**config.mk**
```make
export PLATFORM = sky130hd
export DESIGN_NAME = rbs_sampler
export DESIGN_NICKNAME = d
export VERILOG_FILES = /design/src/shared/rbs_pkg.sv /design/src/core/rbs_strap_latch.sv /design/src/core/rbs_sampler.sv
export SDC_FILE = /design/constraint.sdc
export NUM_CORES = 1
export LEC_CHECK = 0
export BUFFER_PORTS_ARGS = -buffer_cell sky130_fd_sc_hd__buf_2
export CAP_MARGIN = 20
export CELL_PAD_IN_SITES_DETAIL_PLACEMENT = 0
export CELL_PAD_IN_SITES_GLOBAL_PLACEMENT = 2
export CORE_MARGIN = 3
export CORE_UTILIZATION = 27
export DETAILED_ROUTE_END_ITERATION = 12
export GPL_ROUTABILITY_DRIVEN = 0
export PLACE_DENSITY = 0.85
export RECOVER_POWER = 50
export SLEW_MARGIN = 10
export SYNTH_ARGS = -nofsm -noshare
export SYNTH_HDL_FRONTEND = slang
export SYNTH_SLANG_ARGS = --single-unit
export TNS_END_PERCENT = 10
```
**constraint.sdc**
```tcl
create_clock -name clk_sys -period 3.55 [get_ports clk_sys]
set_input_delay 0.5325 -clock clk_sys [delete_from_list [all_inputs] [get_ports clk_sys]]
set_output_delay 0.5325 -clock clk_sys [all_outputs]
set_load 0.03 [all_outputs]
```
**src/shared/rbs_pkg.sv**
```systemverilog
// Shared constants and types for the reset and boot strap sampler
package rbs_pkg;

   // Core clock period and strap sampling delay after reset release
   localparam int unsigned CLK_PERIOD_NS   = 50;
   localparam int unsigned STRAP_DELAY_NS  = 1500;
   // Least time, so round up to whole cycles
   localparam int unsigned STRAP_DELAY_CYC = (STRAP_DELAY_NS + CLK_PERIOD_NS - 1) / CLK_PERIOD_NS;
   localparam int unsigned DELAY_CNT_W     = $clog2(STRAP_DELAY_CYC + 1);

   // Strap encodings
   localparam logic PORT_SEL_SPI   = 1'h0;
   localparam logic PORT_SEL_I2C   = 1'h1;
   localparam logic SPI_MODE_0_3   = 1'h0;
   localparam logic SPI_MODE_1_2   = 1'h1;
   localparam logic CHECK_CRC8     = 1'h0;
   localparam logic CHECK_CHECKSUM = 1'h1;

   // Park reset value and illumination select width
   localparam logic PARK_RESET   = 1'h1;
   localparam int unsigned ILLUM_W = 4;

   // Sequencer states
   typedef enum logic [1:0] {
      RBS_HELD,
      RBS_SETTLE,
      RBS_RUN
   } rbs_state_e;

   // The three boot straps, one bit each
   typedef struct packed {
      logic host_port_sel;
      logic spi_mode_sel;
      logic check_sel;
   } rbs_strap_s;

   localparam rbs_strap_s STRAP_RESET = '{host_port_sel: PORT_SEL_SPI, spi_mode_sel: SPI_MODE_0_3,
                                          check_sel: CHECK_CRC8};

   // Output pins that are driven low while reset is held
   typedef struct packed {
      logic [ILLUM_W-1:0] illumination_select;
      logic               mirror_array_enable_reset;
      logic               monitor_adc_clock;
      logic               monitor_adc_serial_out;
   } rbs_low_pins_s;

endpackage

```
**src/core/rbs_strap_latch.sv**
```systemverilog
// Holding latch for the sampled boot straps
`timescale 1ns/100ps
module rbs_strap_latch (
   input  wire logic               clk_sys,
   input  wire logic               reset,
   input  wire logic               clear,
   input  wire logic               capture,
   input  wire rbs_pkg::rbs_strap_s strap_in,
   output rbs_pkg::rbs_strap_s     strap_q,
   output logic                    valid_q
);

   // Capture once per release; pin activity afterwards is ignored
   always_ff @(posedge clk_sys) begin
      if (reset || clear) begin
         strap_q <= rbs_pkg::STRAP_RESET;
         valid_q <= 1'b0;
      end else if (capture && !valid_q) begin
         strap_q <= strap_in;
         valid_q <= 1'b1;
      end
   end

endmodule

```
**src/core/rbs_sampler.sv**
```systemverilog
// Power-on reset handling, pin states under reset and boot strap sampling
`timescale 1ns/100ps
module rbs_sampler #(
   parameter int unsigned OTHER_W = 8
) (
   input  wire logic                   clk_sys,
   input  wire logic                   reset,
   // Board-level pins
   input  wire logic                   power_on_reset_low,
   input  wire logic                   park_request_low,
   output rbs_pkg::rbs_low_pins_s      low_pins_out,
   input  wire rbs_pkg::rbs_strap_s    strap_pin_in,
   output rbs_pkg::rbs_strap_s         strap_pin_out,
   output rbs_pkg::rbs_strap_s         strap_pin_oe,
   output logic [OTHER_W-1:0]          other_pin_out,
   output logic [OTHER_W-1:0]          other_pin_oe,
   // Core side
   input  wire rbs_pkg::rbs_low_pins_s low_pins_user,
   input  wire rbs_pkg::rbs_strap_s    strap_debug_out,
   input  wire rbs_pkg::rbs_strap_s    strap_debug_en,
   input  wire logic [OTHER_W-1:0]     other_out_user,
   input  wire logic [OTHER_W-1:0]     other_oe_user,
   input  wire logic                   flash_monitor_check,
   output logic                        core_reset_hold,
   output logic                        straps_valid,
   output rbs_pkg::rbs_strap_s         straps,
   output logic                        mirror_park,
   output logic                        cmd_port_i2c,
   output logic                        monitor_port_i2c,
   output logic                        host_spi_mode_alt,
   output logic                        cmd_check_checksum,
   output logic                        monitor_check_checksum
);

   rbs_pkg::rbs_state_e                state_q;
   rbs_pkg::rbs_state_e                state_d;
   logic [rbs_pkg::DELAY_CNT_W-1:0]    cnt_q;
   logic [rbs_pkg::DELAY_CNT_W-1:0]    cnt_d;
   logic                               held;
   logic                               running;
   logic                               capture;
   logic                               delay_done;

   // Decode of the sequencer state
   assign held            = (state_q == rbs_pkg::RBS_HELD);
   assign running         = (state_q == rbs_pkg::RBS_RUN);
   assign delay_done      = (cnt_q == (rbs_pkg::DELAY_CNT_W)'(rbs_pkg::STRAP_DELAY_CYC - 1));
   // Pin can drop mid-delay, so capture also needs it still high
   assign capture         = (state_q == rbs_pkg::RBS_SETTLE) && delay_done && power_on_reset_low;
   assign core_reset_hold = held;

   // Next state: a low reset pin always wins and returns to held
   always_comb begin
      state_d = state_q;
      cnt_d   = cnt_q;
      if (!power_on_reset_low) begin
         state_d = rbs_pkg::RBS_HELD;
         cnt_d   = '0;
      end else begin
         unique case (state_q)
            rbs_pkg::RBS_HELD: begin
               state_d = rbs_pkg::RBS_SETTLE;
               cnt_d   = '0;
            end
            rbs_pkg::RBS_SETTLE: begin
               if (delay_done) begin
                  state_d = rbs_pkg::RBS_RUN;
               end else begin
                  cnt_d = cnt_q + 1'b1;
               end
            end
            rbs_pkg::RBS_RUN: begin
               state_d = rbs_pkg::RBS_RUN;
            end
         endcase
      end
   end

   // Sequencer registers
   always_ff @(posedge clk_sys) begin
      if (reset) begin
         state_q <= rbs_pkg::RBS_HELD;
         cnt_q   <= '0;
      end else begin
         state_q <= state_d;
         cnt_q   <= cnt_d;
      end
   end

   // Strap holder, cleared whenever reset is held again
   rbs_strap_latch u_latch (
      .clk_sys  (clk_sys),
      .reset    (reset),
      .clear    (held),
      .capture  (capture),
      .strap_in (strap_pin_in),
      .strap_q  (straps),
      .valid_q  (straps_valid)
   );

   // Pin drive: forced low or released while held, user values after, except strap enables stay off until running
   always_ff @(posedge clk_sys) begin
      if (reset || held) begin
         low_pins_out  <= '0;
         other_pin_out <= '0;
         other_pin_oe  <= '0;
         strap_pin_out <= '0;
         strap_pin_oe  <= '0;
      end else begin
         low_pins_out  <= low_pins_user;
         other_pin_out <= other_out_user;
         other_pin_oe  <= other_oe_user;
         strap_pin_out <= strap_debug_out;
         // Debug drive only after sampling, else we would read our own value
         strap_pin_oe  <= running ? strap_debug_en : '0;
      end
   end

   // Park follows the request; also parked while in reset for safety
   always_ff @(posedge clk_sys) begin
      if (reset) begin
         mirror_park <= rbs_pkg::PARK_RESET;
      end else begin
         mirror_park <= held || !park_request_low;
      end
   end

   // Port roles, SPI mode and command packet check from the held straps; monitor check from flash_monitor_check
   always_ff @(posedge clk_sys) begin
      if (reset) begin
         cmd_port_i2c           <= rbs_pkg::PORT_SEL_SPI;
         monitor_port_i2c       <= rbs_pkg::PORT_SEL_I2C;
         host_spi_mode_alt      <= rbs_pkg::SPI_MODE_0_3;
         cmd_check_checksum     <= rbs_pkg::CHECK_CRC8;
         monitor_check_checksum <= rbs_pkg::CHECK_CRC8;
      end else begin
         cmd_port_i2c           <= straps.host_port_sel == rbs_pkg::PORT_SEL_I2C;
         monitor_port_i2c       <= straps.host_port_sel != rbs_pkg::PORT_SEL_I2C;
         // One mode output feeds the SPI port whatever its role
         host_spi_mode_alt      <= straps.spi_mode_sel;
         cmd_check_checksum     <= straps.check_sel == rbs_pkg::CHECK_CHECKSUM;
         monitor_check_checksum <= flash_monitor_check;
      end
   end

   // Sampling lag follows the package delay so the check cannot drift from it
   localparam int SAMPLE_LAG = int'(rbs_pkg::STRAP_DELAY_CYC);
   localparam int SAMPLE_PRE = SAMPLE_LAG + 1;
endmodule

```
After elaboration in Yosys (flattened, before gate mapping). Cells that the tools add are included.

Muxes and demuxes: 4. Bitwise logic cells: 3. Equal/unequal tests: 5. Add/subtract/negate cells: 1. Reduce and logical (&&, ||, !) cells: 12.

Operators with widths (count): $pmux W5 S2 (1); $pmux W2 S3 (1); $add A5 B1 Y5 const B (1); $eq A5 B5 Y1 const B (1); $mux W5 (1); $ne A2 B2 Y1 const B (2); $reduce_or A2 Y1 (2); $logic_and A1 B1 Y1 (3); $not A1 Y1 (3); $eq A2 B1 Y1 const B (1); $eq A2 B2 Y1 const B (1); $logic_not A1 Y1 (2); $logic_not A2 Y1 (1); $logic_or A1 B1 Y1 (2); $mux W2 (1); $reduce_and A2 Y1 (1); $reduce_bool A2 Y1 (1).

Bits of input ports: 37. Register bits: 46. Word-level logic and storage cells: 49.

Logic depth before layout (Yosys ltp).
Depth in word-level cells: 4. Mapped depth: 6. Gate-level depth less buffers: 5.

Modules after synthesis. Synthesis repeated with hierarchy kept, for this count alone.

Cells, all modules: 135. Area total of the unflattened synthesis: 1490.2 um2.

Modules (own cells, without submodules): rbs_sampler (instances 1, seq. area each 840.8 um2, area each 1342.5 um2, cells each 122); rbs_strap_latch (instances 1, seq. area each 80.1 um2, area each 147.6 um2, cells each 13).

Worst setup path after synthesis. No wires, ideal clock.

Kind: register to register. From: register state_q[0]. To: register u_latch.strap_q[0] in the netlist's numbering. Path buffers: 1. Setup slack: 2.100 ns. Clock period less this slack: 1.450 ns. Stages on the path, launching flop included: 7. Data required time: 3.478 ns. Arrival: 1.378 ns. Path through: dfxtp_1 > inv_1 > ha_1 > nor2_2 > clkbuf_2 > nand2_1 > mux2i_1.

RTL lines: start, declared (line rbs_sampler.sv:35) `rbs_pkg::rbs_state_e state_q;`; start signal, assigned (line rbs_sampler.sv:82) `state_q <= rbs_pkg::RBS_HELD;`; start signal, assigned (line rbs_sampler.sv:85) `state_q <= state_d;`; $logic_not A2 Y1 (line rbs_sampler.sv:45) `assign held = (state_q == rbs_pkg::RBS_HELD);`; net core_reset_hold (line rbs_sampler.sv:24) `output logic core_reset_hold,`; $logic_or A1 B1 Y1 (line rbs_strap_latch.sv:15) `if (reset || clear) begin`; end signal, assigned (line rbs_strap_latch.sv:16) `strap_q <= rbs_pkg::STRAP_RESET;`; end signal, assigned (line rbs_strap_latch.sv:19) `strap_q <= strap_in;`; end, declared (line rbs_strap_latch.sv:9) `output rbs_pkg::rbs_strap_s strap_q,`.

The timed path passes the listed nets, and every way through them passes these cells. A chain may end at the register's enable or synchronous reset.

Worst setup path in the final report.
From: register state_q[0]. To: output core_reset_hold.

Longest elaborated chain between the ends: 1.

Ends and longest elaborated chain (line): $logic_not A2 Y1 (rbs_sampler.sv:45); end, declared (rbs_sampler.sv:24).

Every way passes these cells.

==> reports/metrics.yaml <==
grt:
  antenna_found_initial: 0
  grtUsageTotal: 0.09850
  grt_pass1_wl_um: 4830
  grt_pass1_vias: 1090
  grt_overflow_total: 0
  grt_max_degree: 38
routing:
  vias: 1156
  wl_met2_um: 1465
  drt-wirelength-per-cell_um: 11.06
  met1_length_um: 1402
  drtIter0Drc: 27
  via_per_inst: 4.042
  drc: 0
  dr.pass1.iters: 4
  top_layer_used: "met4"
  wl_um: 3162
  ant_nets: 0
  wl_met3_um: 267
power:
  p_per_area_nw_per_um2: 470.3
  leakage_nw: 0.8296
  peakVddDrop_uv: 205.8
yosys:
  synthTopCellsByCount: "dfxtp_1 (46), and2_1 (26), nand2_1 (9)"
  synth_top_area_share: 0.6164
  synth_top_area_cell: "dfxtp_1"
  ys_ff_latch: 46
  syn-num-nets: 178
  synth_seq_area_share: 0.6164
  synth_area_leaders: "dfxtp_1 (62%), and2_1 (11%), ha_1 (4.2%)"
  synth_edf_count: 0
  syn_area_um2: 1494
  yosysMostFrequentCell: "dfxtp_1"
  synthArstFlopShare: 0
  yosysWarnings: 0
  synth.avg_cell_area_um2: 10.98
  synth_cells: 136
  synth_flop_cell: "dfxtp_1"
  ys_types: 31
floorplan:
  die_w_um: 80.39
  core.rowCount: 26
  die_h_um: 80.39
  die_area_um2: 6462
  initial_core_util: 0.2852
  io_pins: 77
  fp.coreArea_um2: 5238
clock_tree:
  h-tree-depth: 2
  clkTransAtPathRegs_ns: 0.09
  cts_root_buf: "clkbuf_8"
  cts_inserted_buffers: 5
  post_cts_resized: 0
  cts_buffer_depth: 2
  cts_tree: "yes"
  cts_setup_buffers: 0
  clock-sinks: 46
  clock_latency_ns: 0.29
  cts_hold_repair.buffers: 0
timing:
  rsz0062_at_grt: "false"
  period_needed_ns: 1.726
  setup_violations: 0
  slew_violations: 0
  worst_slew_pin_slew_ns: 0.6215
  setup_tns_ns: 0
  fmax_mhz: 579.5
  relSlewSlack: 0.5847
  skew_ns: 0.005852
  min_period_over_period: 0.4861
  hold_violations: 0
worst_setup_path:
  cp_max_fo: 4
  cp.arrival_ns: 1.19
  slowest_stage: "dfxtp_1"
  rr_worst_depth: 5
  worstSetupEndpointType: "output port"
  setup.worst_path.start_class: "flip-flop"
  path_class: "flip-flop to output port"
  cpPeakStageDelay_ns: 0.33
  crit_cells: 3
  worstPathCellList: "inv_1, ha_1, buf_2"
  cp.required_ns: 3.02
  critical_path_buf_inv_count: 2
  critical-path-top-delay-family: "flip-flops"
placement:
  portBuffers: 76
  place_area_um2: 1942
  dp_hpwl_um: 2425
job:
  cap_violations: 0
final_layout:
  multi_input_area_um2: 535.5
  regArea_um2: 920.9
  final_core_util: 0.3798
  area_growth_pct: 33.17
  n_fill_cell: 560
  diodes: 0
  drive_gt1_frac: 0.2315
  final_cell_area_um2: 1989
  final_nets: 257
worst_hold_path:
  holdPathStages: 2
  hp-class: "input pin to flip-flop"
status:
  status: "finished clean"
==> path summary, 6_finish.rpt <==
check / from / endpoint / slack (ns)
setup / recovery: state_q[0] / core_reset_hold / 1.82
hold reg to reg: u_latch.strap_q[2] / monitor_port_i2c / 0.44
hold / removal: park_request_low / mirror_park / 0.39
setup reg to reg: state_q[0] / u_latch.strap_q[1] / 2.01
==> area by class of cell <==
class | instances | area share
inverters | 6 | 0.01132
multi-input cells | 80 | 0.2692
clock inverters | 3 | 0.01069
clock buffers | 5 | 0.03459
repair buffers | 76 | 0.1673
flip-flops and latches | 46 | 0.4629
well taps | 70 | 0.04403
==> stage by stage <==
step | std cells | hold slack (ns) | setup WS (ns) | total power [mW]
floorplan | 136 | 0.4645 | 2.100 | 0.6037
global placement | 278 | 0.4464 | 1.671 | 0.6415
finish | 286 | 0.3897 | 1.824 | 0.9355
CTS | 286 | 0.3771 | 1.547 | 0.9570
global route | 286 | 0.3752 | 1.764 | 0.9889
detailed placement | 278 | 0.4199 | 1.566 | 0.6416
==> sequential cells by signal, indices dropped and copies added (netlist names), 2 cells and up <==
name	flops
other_pin_oe	8
other_pin_out	8
low_pins_out	7
cnt_q	5
strap_pin_oe	3
strap_pin_out	3
u_latch.strap_q	3
state_q	2
==> cell usage in the layout (no fill, tap or decap), types with 2 or more instances in the layout <==
cell	count
nand3_1	2
nor2b_1	3
dfxtp_1	46
and2_1	26
and3_1	4
nand2_1	9
buf_2	38
mux2i_1	3
clkbuf_1	38
a211oi_1	2
a21oi_1	4
nor3_1	3
nand2b_1	2
ha_1	5
nor2_1	4
clkbuf_8	5
inv_1	6
==> routing by layer <==
metal	track usage	vias up
li1	-	602
met1	0.1143	510
met2	0.1581	42
met3	0.03924	2
met4	0.04561	0
met5	0	-
==> power by group <==
| group | leakage (nW) | total (mW) | switching [mW] | internal, mW |
|---|---|---|---|---|
| registers | 0.373 | 0.534 | 0.00449 | 0.530 |
| logic | 0.412 | 0.0905 | 0.0584 | 0.0321 |
| clock network | 0.0441 | 0.311 | 0.172 | 0.138 |
==> kinds of logic (layout without fill, tap and decap cells) <==
family          Yosys count  count (layout)  synth area share
simple gates             61              61            0.2462
mux                       3               3           0.02010
flops                    46              46            0.6164
compound gates           11              11           0.04690
buf+inv                  10              90           0.02848
fa+ha+maj                 5               5           0.04188
Power figures use the tool's default switching activity.
